## src/rtl/mrf_pkg.sv

```systemverilog
// mrf_pkg: field layout, codes and reset values for register field control
// assumes one microcycle spans at least two clk cycles (mid and end edges)
package mrf_pkg;

	// microinstruction fields, as presented by the control store
	typedef struct packed {
		logic [3:0] slice_position_code;
		logic [8:0] next_address_field;
		logic [1:0] test_function;
		logic [1:0] sequencing_function;
		logic [3:0] general_function;
		logic       slice_top_bit_keep;
		logic [1:0] specifier_source_code;
		logic [3:0] memory_interrupt_code;
		logic [1:0] alu_b_input_select;
		logic [1:0] alu_a_input_select;
		logic [2:0] register_function_code;
		logic [3:0] alu_function_code;
		logic       alu_logic_mode_bit;
		logic [1:0] carry_field;
		logic       write_bit;
		logic       shift_count_bit;
		logic       force_source_choice;
		logic [1:0] extra_function;
		logic [2:0] shifter_control;
		logic [3:0] second_reg_specifier;
		logic [3:0] first_reg_specifier;
	} mrf_uinst_t;

	// datapath, memory and i/o conditions seen by the control logic
	typedef struct packed {
		logic [15:0] instruction_register;
		logic        operand_bit01;
		logic        alu_bit15;
		logic        io_request;
		logic        io_busy;
		logic        io_done_bit;
		logic        mem_busy;
		logic        mem_write_active;
		logic        interrupt_active;
		logic [3:0]  interrupt_nibble;
		logic [8:0]  decoder_address;
		logic        interrupt_flag_set;
		logic        byte_flag_set;
		logic        byte_flag_clear;
	} mrf_status_t;

	typedef enum logic [0:0] {
		MRF_FIRST_HALF,
		MRF_SECOND_HALF
	} mrf_phase_t;

	// field codes
	localparam logic [1:0] MRF_SF_ZERO      = 2'h0;
	localparam logic [1:0] MRF_TF_ZERO      = 2'h0;
	localparam logic [1:0] MRF_AB_CONTROL   = 2'h0;
	localparam logic [1:0] MRF_AB_TO_SECOND = 2'h1;
	localparam logic [1:0] MRF_AB_TO_FIRST  = 2'h2;
	localparam logic [1:0] MRF_AB_HOLD      = 2'h3;
	localparam logic [1:0] MRF_LB_SPECIAL   = 2'h2;
	localparam logic [3:0] MRF_IM_WAIT_MEM  = 4'h1;
	localparam logic [3:0] MRF_IM_WAIT_IO   = 4'h2;
	localparam logic [3:0] MRF_IM_INT_FLAG  = 4'h6;
	localparam logic [2:0] MRF_RF_INC_A     = 3'h4;
	localparam logic [2:0] MRF_RF_INC_B     = 3'h7;
	localparam logic [3:0] MRF_FORCE_HIGH   = 4'hf;
	localparam logic [3:0] MRF_FORCE_LOW    = 4'he;
	localparam logic [3:0] MRF_SPEC_MIR     = 4'h1;
	localparam logic [3:0] MRF_SPEC_ACC     = 4'h0;

	// field positions
	localparam int MRF_GF_IBUF_BIT   = 0;
	localparam int MRF_GF_DECODE_BIT = 2;
	localparam int MRF_IR_MODE_BIT   = 7;
	localparam int MRF_SLICE_WIDTH   = 4;

	// reset values
	localparam logic [3:0] MRF_SPEC_RESET  = 4'h0;
	localparam logic [8:0] MRF_ADDR_RESET  = 9'h000;
	localparam logic       MRF_FLAG_RESET  = 1'b0;

endpackage : mrf_pkg

```

## src/rtl/mrf_slice_sel.sv

```systemverilog
// mrf_slice_sel: picks a four-bit window of the instruction register
// assumes the caller registers the result; purely combinational
`timescale 1ns/1ps
module mrf_slice_sel
	import mrf_pkg::*;
(
	input  wire logic [15:0] instruction_register,
	input  wire logic [2:0]  slice_position_code,
	input  wire logic        slice_top_bit_keep,
	output logic      [3:0]  slice_out
);
	logic [3:0] window;

	genvar i;
	generate
		for (i = 0; i < MRF_SLICE_WIDTH; i++) begin : g_bit
			// window slides up one bit per code step
			assign window[i] = instruction_register[{1'b0, slice_position_code} + 4'(i)]; // RULE_07
		end
	endgenerate

	assign slice_out = {window[3] & slice_top_bit_keep, window[2:0]}; // RULE_04
endmodule : mrf_slice_sel

```

## src/rtl/mrf_phase_gen.sv

```systemverilog
// mrf_phase_gen: splits each microcycle into a first and second half
// assumes stall is a level from the control logic, valid every cycle
`timescale 1ns/1ps
module mrf_phase_gen
	import mrf_pkg::*;
(
	input  wire logic clk,
	input  wire logic rst,
	input  wire logic ce,
	input  wire logic stall,
	output logic      mid_pulse,
	output logic      end_pulse
);
	mrf_phase_t phase_q;
	mrf_phase_t phase_d;

	// a stall stretches the second half, so the end edge waits for it
	always_comb begin
		phase_d = phase_q;
		case (phase_q)
			MRF_FIRST_HALF:  phase_d = MRF_SECOND_HALF;
			MRF_SECOND_HALF: if (!stall) phase_d = MRF_FIRST_HALF;
			default:         phase_d = MRF_FIRST_HALF;
		endcase
	end

	always_ff @(posedge clk or posedge rst) begin
		if (rst)
			phase_q <= MRF_FIRST_HALF;
		else if (ce)
			phase_q <= phase_d;
	end

	assign mid_pulse = ce && (phase_q == MRF_FIRST_HALF);
	assign end_pulse = ce && (phase_q == MRF_SECOND_HALF) && !stall;
endmodule : mrf_phase_gen

```

## src/rtl/mrf_control.sv

```systemverilog
// mrf_control: control-buffer register specifiers and side controls
// assumes uinst and status stay stable for the whole microcycle
//
// Notes on behaviour
// RULE_01: source code 00 with mask 0 copies both specifiers from the microword.
// RULE_02: sequencing 00, no i/o: code 01 loads slice to second, 10 to first.
// RULE_03: the specifier not loaded from the slice keeps its last value.
// RULE_04: slice top bit forced zero when mask is 0, passed when mask is 1.
// RULE_05: code 11 with sequencing 00 and no i/o holds both specifiers.
// RULE_06: code 00, mask 1: hold first, force second to 1111/1110 from chosen bit.
// RULE_07: slice code n takes instruction register bits n+3 down to n.
// RULE_08: any i/o request suppresses every specifier load, hold and force.
// RULE_09: slice extraction runs independently of next-address field selection.
// RULE_10: test and sequencing zero with general bit 0 moves buffer into IR.
// RULE_11: jump to protection when b-select top 0, shift 0, extra 11 or 10.
// RULE_12: interrupt flag cleared when b-select 00/01 and extra 11 or 01.
// RULE_13: both input selects low and shifter top set: ALU mode from IR bit 7.
// RULE_14: ALU inputs sampled mid-cycle; addresses and most updates at the end.
// RULE_15: register function 100/111 bumps program counter at mid-cycle.
// RULE_16: byte address flag changes at mid-cycle to pick the altered byte.
// RULE_17: ALU controls steady during memory writes; wait-for-memory stalls.
// RULE_18: microprogram keeps ALU data two microwords for buffer transfers.
// RULE_19: stall on new i/o while busy, or wait-for-i/o until done.
// RULE_20: memory code 0110 selects and clears flag; interrupt replaces decode.
// RULE_21: general bit 2 enables decoder addressing and interrupt checking.
// RULE_22: b-select 10 picks special register by second; write goes to first.
`timescale 1ns/1ps
module mrf_control
	import mrf_pkg::*;
(
	input  wire logic        clk,
	input  wire logic        rst,
	input  wire logic        ce,
	input  wire mrf_uinst_t  uinst,
	input  wire mrf_status_t status,
	output logic             stall,
	output logic             alu_sample_q,
	output logic             cycle_end_q,
	output logic [3:0]       first_spec_q,
	output logic [3:0]       second_spec_q,
	output logic [8:0]       next_address_q,
	output logic             ibuf_to_ir_q,
	output logic             jump_to_protect_q,
	output logic             interrupt_flag_q,
	output logic             pc_increment_q,
	output logic             byte_flag_q,
	output logic             special_alu_mode_q,
	output logic [3:0]       alu_function_q,
	output logic             alu_logic_mode_q,
	output logic [1:0]       carry_q,
	output logic             decoder_enable_q,
	output logic             interrupt_check_q,
	output logic             special_reg_sel_q,
	output logic             mir_selected_q,
	output logic             reg_write_q,
	output logic [3:0]       reg_write_addr_q,
	output logic             acc_write_q
);
	logic       mid_pulse;
	logic       end_pulse;
	logic [3:0] slice;
	logic [3:0] first_spec_d;
	logic [3:0] second_spec_d;
	logic [8:0] next_address_d;
	logic       interrupt_flag_d;
	logic       byte_flag_d;
	logic [3:0] alu_function_d;

	// decoded microword conditions
	wire sf_zero     = (uinst.sequencing_function == MRF_SF_ZERO);
	wire tf_zero     = (uinst.test_function == MRF_TF_ZERO);
	wire no_io       = !status.io_request;
	wire src_ctl     = (uinst.specifier_source_code == MRF_AB_CONTROL);
	wire src_second  = (uinst.specifier_source_code == MRF_AB_TO_SECOND);
	wire src_first   = (uinst.specifier_source_code == MRF_AB_TO_FIRST);
	wire keep_bit    = uinst.slice_top_bit_keep;
	wire slice_ok    = sf_zero && no_io;
	wire lb_low      = !uinst.alu_b_input_select[1];
	wire la_low      = !uinst.alu_a_input_select[1];
	wire force_bit   = uinst.force_source_choice ? status.operand_bit01
	                                             : status.alu_bit15;
	wire [3:0] force_val = force_bit ? MRF_FORCE_HIGH : MRF_FORCE_LOW;

	// stall sources
	wire wait_mem    = sf_zero && (uinst.memory_interrupt_code == MRF_IM_WAIT_MEM);
	wire wait_io     = sf_zero && (uinst.memory_interrupt_code == MRF_IM_WAIT_IO);
	assign stall     = (wait_mem && status.mem_busy) // RULE_17
	                || (status.io_request && status.io_busy) // RULE_19
	                || (wait_io && !status.io_done_bit); // RULE_19

	// side controls
	wire ibuf_move   = tf_zero && sf_zero
	                && uinst.general_function[MRF_GF_IBUF_BIT]; // RULE_10
	wire jump_sig    = lb_low && !uinst.shift_count_bit
	                && uinst.extra_function[1]; // RULE_11
	wire flag_clr_xf = lb_low && uinst.extra_function[0]; // RULE_12
	wire flag_select = sf_zero
	                && (uinst.memory_interrupt_code == MRF_IM_INT_FLAG); // RULE_20
	wire decode_en   = uinst.general_function[MRF_GF_DECODE_BIT]; // RULE_21
	wire take_int    = decode_en && status.interrupt_active
	                && !(flag_select && interrupt_flag_q); // RULE_20
	wire pc_inc      = (uinst.register_function_code == MRF_RF_INC_A)
	                || (uinst.register_function_code == MRF_RF_INC_B); // RULE_15
	wire special_alu = la_low && lb_low && uinst.shifter_control[2]; // RULE_13
	wire lb_special  = (uinst.alu_b_input_select == MRF_LB_SPECIAL); // RULE_22
	wire ir_mode     = status.instruction_register[MRF_IR_MODE_BIT];
	wire alu_frozen  = status.mem_write_active; // RULE_17

	// slice path shares no logic with next-address field selection
	mrf_slice_sel u_slice ( // RULE_09
		.instruction_register (status.instruction_register),
		.slice_position_code  (uinst.slice_position_code[2:0]),
		.slice_top_bit_keep   (keep_bit),
		.slice_out            (slice)
	);

	mrf_phase_gen u_phase (
		.clk       (clk),
		.rst       (rst),
		.ce        (ce),
		.stall     (stall),
		.mid_pulse (mid_pulse),
		.end_pulse (end_pulse)
	);

	// specifier selection; i/o request overrides every function
	always_comb begin
		first_spec_d  = first_spec_q;
		second_spec_d = second_spec_q;
		if (status.io_request) begin
			first_spec_d  = first_spec_q; // RULE_08
			second_spec_d = second_spec_q; // RULE_08
		end else if (src_ctl && !keep_bit) begin
			first_spec_d  = uinst.first_reg_specifier; // RULE_01
			second_spec_d = uinst.second_reg_specifier; // RULE_01
		end else if (src_ctl && keep_bit) begin
			second_spec_d = force_val; // RULE_06
		end else if (slice_ok && src_second) begin
			second_spec_d = slice; // RULE_02 RULE_03
		end else if (slice_ok && src_first) begin
			first_spec_d  = slice; // RULE_02 RULE_03
		end
		// code 11 falls through and holds both // RULE_05
	end

	// interrupt priority over decoder, decoder over the address field
	assign next_address_d = take_int
	        ? {uinst.next_address_field[8:4], status.interrupt_nibble} // RULE_20
	        : decode_en ? status.decoder_address // RULE_21
	        : uinst.next_address_field;

	// hardware set wins over any clear in the same microcycle
	assign interrupt_flag_d = status.interrupt_flag_set ? 1'b1
	        : (flag_clr_xf || flag_select) ? 1'b0 // RULE_12 RULE_20
	        : interrupt_flag_q;

	assign byte_flag_d = status.byte_flag_set ? 1'b1
	        : status.byte_flag_clear ? 1'b0
	        : byte_flag_q;

	// low function bits come from the instruction in special mode
	assign alu_function_d = special_alu
	        ? {uinst.alu_function_code[3:2], ir_mode, !ir_mode} // RULE_13
	        : uinst.alu_function_code;

	// mid-cycle actions
	always_ff @(posedge clk or posedge rst) begin
		if (rst) begin
			alu_sample_q   <= 1'b0;
			pc_increment_q <= 1'b0;
			byte_flag_q    <= MRF_FLAG_RESET;
		end else if (ce) begin
			alu_sample_q   <= mid_pulse; // RULE_14
			pc_increment_q <= mid_pulse && pc_inc; // RULE_15
			if (mid_pulse)
				byte_flag_q <= byte_flag_d; // RULE_16
		end
	end

	// ALU controls latched mid-cycle, frozen while a write is in flight
	always_ff @(posedge clk or posedge rst) begin
		if (rst) begin
			alu_function_q     <= 4'h0;
			alu_logic_mode_q   <= 1'b0;
			carry_q            <= 2'h0;
			special_alu_mode_q <= 1'b0;
		end else if (ce && mid_pulse && !alu_frozen) begin
			alu_function_q     <= alu_function_d; // RULE_14 RULE_17
			alu_logic_mode_q   <= special_alu ? ir_mode
			                                  : uinst.alu_logic_mode_bit;
			carry_q            <= uinst.carry_field;
			special_alu_mode_q <= special_alu; // RULE_13
		end
	end

	// end-of-cycle state: specifiers, flag, next address
	always_ff @(posedge clk or posedge rst) begin
		if (rst) begin
			first_spec_q     <= MRF_SPEC_RESET;
			second_spec_q    <= MRF_SPEC_RESET;
			next_address_q   <= MRF_ADDR_RESET;
			interrupt_flag_q <= MRF_FLAG_RESET;
		end else if (ce && end_pulse) begin
			first_spec_q     <= first_spec_d; // RULE_14
			second_spec_q    <= second_spec_d;
			next_address_q   <= next_address_d; // RULE_14
			interrupt_flag_q <= interrupt_flag_d;
		end else if (ce && status.interrupt_flag_set) begin
			interrupt_flag_q <= 1'b1;
		end
	end

	// end-of-cycle strobes, one clk wide
	always_ff @(posedge clk or posedge rst) begin
		if (rst) begin
			cycle_end_q       <= 1'b0;
			ibuf_to_ir_q      <= 1'b0;
			jump_to_protect_q <= 1'b0;
			reg_write_q       <= 1'b0;
			acc_write_q       <= 1'b0;
			reg_write_addr_q  <= MRF_SPEC_RESET;
		end else if (ce) begin
			cycle_end_q       <= end_pulse;
			ibuf_to_ir_q      <= end_pulse && ibuf_move; // RULE_10
			jump_to_protect_q <= end_pulse && jump_sig; // RULE_11
			reg_write_q       <= end_pulse && uinst.write_bit; // RULE_22
			acc_write_q       <= end_pulse && uinst.write_bit
			                  && (first_spec_q == MRF_SPEC_ACC); // RULE_22
			if (end_pulse)
				reg_write_addr_q <= first_spec_q; // RULE_22
		end
	end

	// per-cycle levels, refreshed at mid-cycle
	always_ff @(posedge clk or posedge rst) begin
		if (rst) begin
			decoder_enable_q  <= 1'b0;
			interrupt_check_q <= 1'b0;
			special_reg_sel_q <= 1'b0;
			mir_selected_q    <= 1'b0;
		end else if (ce && mid_pulse) begin
			decoder_enable_q  <= decode_en; // RULE_21
			interrupt_check_q <= decode_en; // RULE_21
			special_reg_sel_q <= lb_special; // RULE_22
			mir_selected_q    <= lb_special
			                  && (second_spec_q == MRF_SPEC_MIR); // RULE_22
		end
	end

	// ALU data held for buffer transfers is the microprogram's duty; RULE_18
endmodule : mrf_control

```

## config.mk

```make
export PLATFORM = sky130hd
export DESIGN_NAME = mrf_control
export DESIGN_NICKNAME = d
export VERILOG_FILES = /design/src/rtl/mrf_pkg.sv /design/src/rtl/mrf_slice_sel.sv /design/src/rtl/mrf_phase_gen.sv /design/src/rtl/mrf_control.sv
export SDC_FILE = /design/constraint.sdc
export NUM_CORES = 1
export LEC_CHECK = 0
export CAP_MARGIN = 40
export CORE_UTILIZATION = 30
export CTS_BUF_LIST = sky130_fd_sc_hd__clkbuf_4 sky130_fd_sc_hd__clkbuf_8
export DETAILED_ROUTE_END_ITERATION = 10
export DONT_BUFFER_PORTS = 1
export PLACE_DENSITY = 0.45
export SETUP_SLACK_MARGIN = 0.05
export SLEW_MARGIN = 30
export SYNTH_ARGS = -nofsm -noshare
export SYNTH_HDL_FRONTEND = slang
export SYNTH_HIERARCHICAL = 1
export SYNTH_SLANG_ARGS = --single-unit
export TNS_END_PERCENT = 1
```

## constraint.sdc

```tcl
create_clock -name clk -period 4.2 [get_ports clk]
set_input_delay 0.84 -clock clk [delete_from_list [all_inputs] [get_ports clk]]
set_output_delay 0.84 -clock clk [all_outputs]
set_load 0.005 [all_outputs]
```

==> impl_metrics.py, run 1 <==
metrics = {
    "run_status": {
        "outcome": "finished clean",
    },
    "die": {
        "die_h_um": 95.4,
        "start_util_pct": 31.4,
        "pin_count": 144,
        "die-area_sq_um": 9100,
        "core_sq_um": 8340,
        "die_w_um": 95.4,
        "rows": 33,
    },
    "synthesis": {
        "syn_area_sq_um": 2620,
        "synth_top_cell_area_share_pct": 40.2,
        "yosys_most_used_dff": "dfrtp_1",
        "synth_seq_cells": 42,
        "synth_nets": 353,
        "yosysWarnings": 6,
        "synthCells": 248,
        "synth_edf_count": 0,
        "synth_area_leader_cell": "dfrtp_1",
        "synth.yosys.seq_area_share_pct": 40.2,
        "netlist_top_cells_area": "dfrtp_1 (40%), mux4_1 (10%), nand2_1 (5.2%)",
        "synthTopCellsByCount": "dfrtp_1 (42), nand2_1 (36), o21ai_0 (17), inv_1 (15), nor2_1 (14)",
        "syn_avg_cell_area_sq_um": 10.6,
        "synth_most_common_cell": "dfrtp_1",
        "ys_types": 46,
        "async_flop_share_pct": 100,
    },
    "timing": {
        "setup_tns_ns": 0,
        "rsz0062_at_grt": "false",
        "clock-skew-final_ns": 0.00299,
        "finalCriticalPeriod_ns": 2.94,
        "timing.final.ws_setup_ns": 1.26,
        "fmax_mhz": 341,
        "holdWs_ns": 0.263,
        "max_slew_margin_pct": 57.4,
        "period_share_pct": 69.9,
        "tightest_slew_ns": 0.639,
        "slew_violations": 0,
        "finalSetupViolCount": 0,
        "hold_violations": 0,
    },
    "finish": {
        "fillers": 866,
        "area_growth_pct": 5.54,
        "finalNetCount": 347,
        "multi_input_comb_area_sq_um": 1420,
        "regArea_sq_um": 1050,
        "layout-drive-gt1-share_pct": 13.2,
        "antenna_cells": 0,
        "final_cells": 347,
    },
    "critical_path": {
        "crit_fanout": 13,
        "r2r_start": "u_phase/phase_q$_DFFE_PP0P_",
        "arrival_ns": 3.12,
        "required_ns": 4.38,
        "end_kind": "flop",
        "crit_type": "input pin to flop",
        "startpoint": "uinst[54]",
        "critPathLaunchType": "input pin",
    },
    "placed_design": {
        "portBuffers": 0,
        "globalplace.congestion": 0.743,
        "dp_hpwl_mm": 5.29,
        "dp_cells": 340,
        "dp_slack_ns": 0.956,
    },
    "power": {
        "p_leak_nw": 1.18,
        "ir_worst_vdd_mv": 0.102,
        "powerDensity_nw_per_um2": 376,
    },
    "global_route": {
        "grt_max_degree": 23,
        "grt_pass1_wl_mm": 9.87,
        "grt_antenna_before_repair": 0,
        "first_global_vias": 1852,
        "grtUsageTotal_pct": 14.6,
        "overflow": 0,
    },
    "routing": {
        "dr.pass1.iters": 4,
        "wl_per_cell_um": 19.6,
        "ant_nets": 0,
        "vias": 1875,
        "vias_per_cell": 5.40,
        "wl_mm": 6.80,
        "drcViolationCount": 0,
        "first_iter_violations": 52,
    },
    "cts": {
        "clkTransAtPathRegs_ns": 0.08,
        "postCtsSetupBuffers": 0,
        "cts_buffers": 5,
        "clock-root-buffer": "clkbuf_8",
        "clock_latency_ns": 0.29,
        "cts_resized": 0,
        "cts_max_level": 2,
        "hold_buffers": 0,
        "cts_tree": "built",
        "clock-sinks": 42,
        "clk_path_buf_depth": 2,
    },
    "job": {
        "cap_violations": 0,
    },
    "hold_path": {
        "hold_class": "input pin to asynchronous set/reset pin",
    },
}
==> flip-flops by register name, indices dropped and copies added (netlist names), 2 cells and up <==
signal,flops
reg_write_addr_q,4
first_spec_q,4
alu_function_q,4
carry_q,2
second_spec_q,4
next_address_q,9
==> through the flow <==
| stage | area, sq um | util (%) | total power, mW |
|---|---|---|---|
| 5_1_grt | 2760 | 33.1 | 1.11 |
| 3_5_place_dp | 2680 | 32.2 | 0.807 |
| 6_report | 2760 | 33.1 | 1.04 |
| 2_1_floorplan | 2620 | - | 0.751 |
| 3_3_place_gp | 2660 | 31.8 | 0.797 |
| 4_1_cts | 2760 | 33.1 | 1.06 |
==> where the power goes <==
part / internal, mW / total, mW / switching [mW]
Sequential: 0.497 / 0.580 / 0.0827
Combinational: 0.113 / 0.208 / 0.0948
Clock: 0.112 / 0.250 / 0.138
==> routing by layer <==
metal	vias to the layer above	share of wire, %	global-route usage, %
li1	891	-	-
met1	881	42	18.5
met2	97	48	23.3
met3	6	9.8	5.18
met4	0	1.0	4.10
met5	-	0	0
==> path summary, 6_finish.rpt <==
| path | depth (start not counted) | to | slack (ns) |
|---|---|---|---|
| worst max-delay path | 7 | first_spec_q[3]$_DFFE_PP0P_ | 1.26 |
| worst min-delay path | 1 | u_phase/phase_q$_DFFE_PP0P_ | 0.26 |
| worst max register to register | 6 | second_spec_q[1]$_DFFE_PP0P_ | 2.15 |
| worst min register to register | 2 | reg_write_addr_q[1]$_DFFE_PP0P_ | 0.51 |
| max in group asynchronous | 2 | special_alu_mode_q$_DFFE_PP0P_ | 3.28 |
| min in group clk | 2 | reg_write_addr_q[1]$_DFFE_PP0P_ | 0.51 |
==> placed cells by master (no fill, tap or decap), types with 5 or more instances in the layout <==
cell      instances
mux2i_1           9
dfrtp_1          42
mux4_2            5
mux4_1           10
mux2_2            9
nor2_1           14
nand3_1           9
o21ai_1           7
nand2_1          36
inv_1            14
a21oi_1           9
o21ai_0          17
a31oi_1           6
clkbuf_8          5
==> worst max-delay path: stages <==
cell and delay [ns]:
inv_1 0.04, ha_1 0.46, mux4_1 0.60, mux4_2 0.47, and2_1 0.18, mux2_2 0.26
mux2_4 0.26
==> final cells by class <==
type / instances / area share [%]
clock inverters: 2 / 0.362
clock buffers: 5 / 2.49
multi-input cells: 177 / 51.3
well taps: 105 / 4.76
flip-flops and latches: 42 / 38.0
inverters: 15 / 2.04
repair buffers: 1 / 0.996
==> logic make-up (layout without fill, tap and decap cells) <==
family	Yosys count	after routing	synth area share, %
and+or+nand+nor	78	78	14.0
AOI/OAI and AO/OA	52	52	12.0
adders and majority gates	4	4	1.91
buffers and inverters	29	23	5.69
muxes	40	40	25.2
DFF	42	42	40.2
xor gates and xnor gates	3	3	1.00
Power figures use the tool's default switching activity.
==> run 2: changes to the inputs <==
Settings changed: PLACE_DENSITY 0.45 to 0.46.
Clock period 4.2 ns to 2.41 ns, I/O delays scaled along.
==> run 2 against run 1 <==
Non-clock buffer count is 8 higher; setup slack worse by 1.1 ns; global-route usage is 0.10 points higher; routed wire length hardly changed; critical path type unchanged; critical endpoint unchanged; highest routed layer unchanged.
==> impl_metrics.py, run 2 (synthesis results as in run 1) <==
metrics = {
    "die": {
        "core_sq_um": 8340,
        "die_h_um": 95.4,
        "die-area_sq_um": 9100,
        "start_util_pct": 31.4,
        "pin_count": 144,
        "rows": 33,
        "die_w_um": 95.4,
    },
    "finish": {
        "area_growth_pct": 9.94,
        "largest_register_ffs": 9,
        "fillers": 843,
        "multi_input_comb_area_sq_um": 1430,
        "final_common_cell": "dfrtp_1",
        "layout-drive-gt1-share_pct": 17.9,
        "mostFrequentLayoutCells": "dfrtp_1 (42), nand2_1 (36), o21ai_0 (17), nor2_1 (14), inv_1 (12)",
        "regMostFlops": "next_address_q",
        "antenna_cells": 0,
        "finalNetCount": 355,
        "regArea_sq_um": 1050,
    },
    "job": {
        "cap_violations": 0,
    },
    "critical_path": {
        "cp_slowest_cell": "mux4_2",
        "crit_chain": "inv_6 > ha_4 > mux4_2 > mux4_2 > and2_4 > mux2_2 > mux2_4",
        "arrival_ns": 2.41,
        "crit_fanout": 13,
        "critPathLaunchType": "input pin",
        "max_stage_delay_ns": 0.50,
        "crit_type": "input pin to flop",
        "reg2reg_depth": 6,
        "cp_common_cell": "mux4_2",
        "end_kind": "flop",
        "required_ns": 2.59,
    },
    "routing": {
        "dr.pass1.iters": 4,
        "vias": 1959,
        "wl_mm": 6.79,
        "wl_per_cell_um": 19.1,
        "ant_nets": 0,
        "drcViolationCount": 0,
        "first_iter_violations": 57,
        "vias_per_cell": 5.50,
    },
    "timing": {
        "finalSetupViolCount": 0,
        "rsz0062_at_grt": "false",
        "fmax_mhz": 448,
        "clock-skew-final_ns": 0.00423,
        "setup_tns_ns": 0,
        "tightest_slew_ns": 0.695,
        "max_slew_margin_pct": 53.6,
        "period_share_pct": 92.7,
        "slew_violations": 0,
        "finalCriticalPeriod_ns": 2.23,
        "hold_violations": 0,
    },
    "cts": {
        "cts_tree": "built",
        "clkTransAtPathRegs_ns": 0.08,
        "clock-sinks": 42,
        "cts_buffers": 5,
        "clock-root-buffer": "clkbuf_8",
        "clk_path_buf_depth": 2,
        "clock_latency_ns": 0.29,
        "cts_resized": 0,
        "cts_max_level": 2,
    },
    "global_route": {
        "first_global_vias": 1896,
        "grtUsageTotal_pct": 14.7,
        "grt_max_degree": 23,
        "grt_pass1_wl_mm": 9.91,
        "grt_antenna_before_repair": 0,
        "overflow": 0,
    },
    "run_status": {
        "outcome": "finished clean",
    },
    "placed_design": {
        "portBuffers": 0,
        "globalplace.congestion": 0.786,
        "dp_hpwl_mm": 5.41,
    },
    "power": {
        "p_total_mw": 1.92,
        "ir_worst_vdd_mv": 0.201,
        "p_leak_nw": 1.23,
        "powerDensity_nw_per_um2": 669,
    },
    "hold_path": {
        "hold_class": "input pin to asynchronous set/reset pin",
    },
}
==> run 2: changes by cell type in the layout (fill, tap and decap cells not counted), moves of 2 or more <==
| cell | before | now |
|---|---|---|
| buf_4 | 0 | 7 |
| clkbuf_8 | 5 | 8 |
| clkinv_2 | 2 | 0 |
| inv_1 | 14 | 12 |
| inv_6 | 0 | 2 |
==> run 2: final timing paths <==
kind | slack (ns) | to | startpoint
hold reg to reg | 0.52 | reg_write_addr_q[1]$_DFFE_PP0P_ | reg_write_addr_q[1]$_DFFE_PP0P_
setup reg to reg | 0.55 | second_spec_q[3]$_DFFE_PP0P_ | u_phase/phase_q$_DFFE_PP0P_
setup / recovery | 0.18 | first_spec_q[3]$_DFFE_PP0P_ | uinst[54]
max in group asynchronous | 1.84 | second_spec_q[2]$_DFFE_PP0P_ | rst
hold / removal | 0.08 | cycle_end_q$_DFFE_PP0P_ | rst
min in group clk | 0.27 | acc_write_q$_DFFE_PP0P_ | ce
==> run 2: report_power, final <==
group          internal [mW]  leakage, nW  total, mW  switching [mW]
clock                  0.289       0.0575      0.529           0.239
combinational          0.213        0.644      0.380           0.167
sequential             0.867        0.530       1.02           0.148
total                   1.37         1.23       1.92           0.555
==> run 2: through the flow <==
| step | util (%) | setup WS (ns) | cells | hold slack [ns] | area [sq um] |
|---|---|---|---|---|---|
| 6_report | 34.5 | 0.176 | 356 | 0.0842 | 2880 |
| 2_1_floorplan | - | -0.288 | 248 | 0.211 | 2670 |
| 3_3_place_gp | 32.7 | -0.108 | 346 | 0.213 | 2730 |
| 5_1_grt | 34.5 | 0.151 | 356 | 0.112 | 2880 |
| 3_5_place_dp | 33.1 | -0.142 | 347 | 0.213 | 2760 |
| 4_1_cts | 34.5 | 0.176 | 356 | 0.0996 | 2880 |
==> run 2: critical path: cells and delay by family <==
family	cells	cell delay, ns
adder cells (fa/ha/maj)	1	0.28
buffers and inverters	1	0.02
multiplexers	4	1.48
AND/OR/NAND/NOR	1	0.15
==> run 2: metal layers <==
metal,up-vias,routed length (um),GRT usage (%)
met5,-,0,0
met4,0,77,3.73
met3,5,668,5.58
met2,97,3210,24.6
met1,946,2840,17.6
li1,911,-,-
==> run 2: timing repair <==
| item | in CTS | in global routing |
|---|---|---|
| setup buffers | 0 | 0 |
| hold buffers | 1 | 0 |
| endpoints found under the hold margin | 1 | 0 |
==> run 2: area by class of cell <==
cell class	count	area share [%]
multi-input combinational	177	49.7
sequential	42	36.5
tap	105	4.57
clock buffer	8	3.83
timing repair buffer	9	3.13
inverter	15	2.30
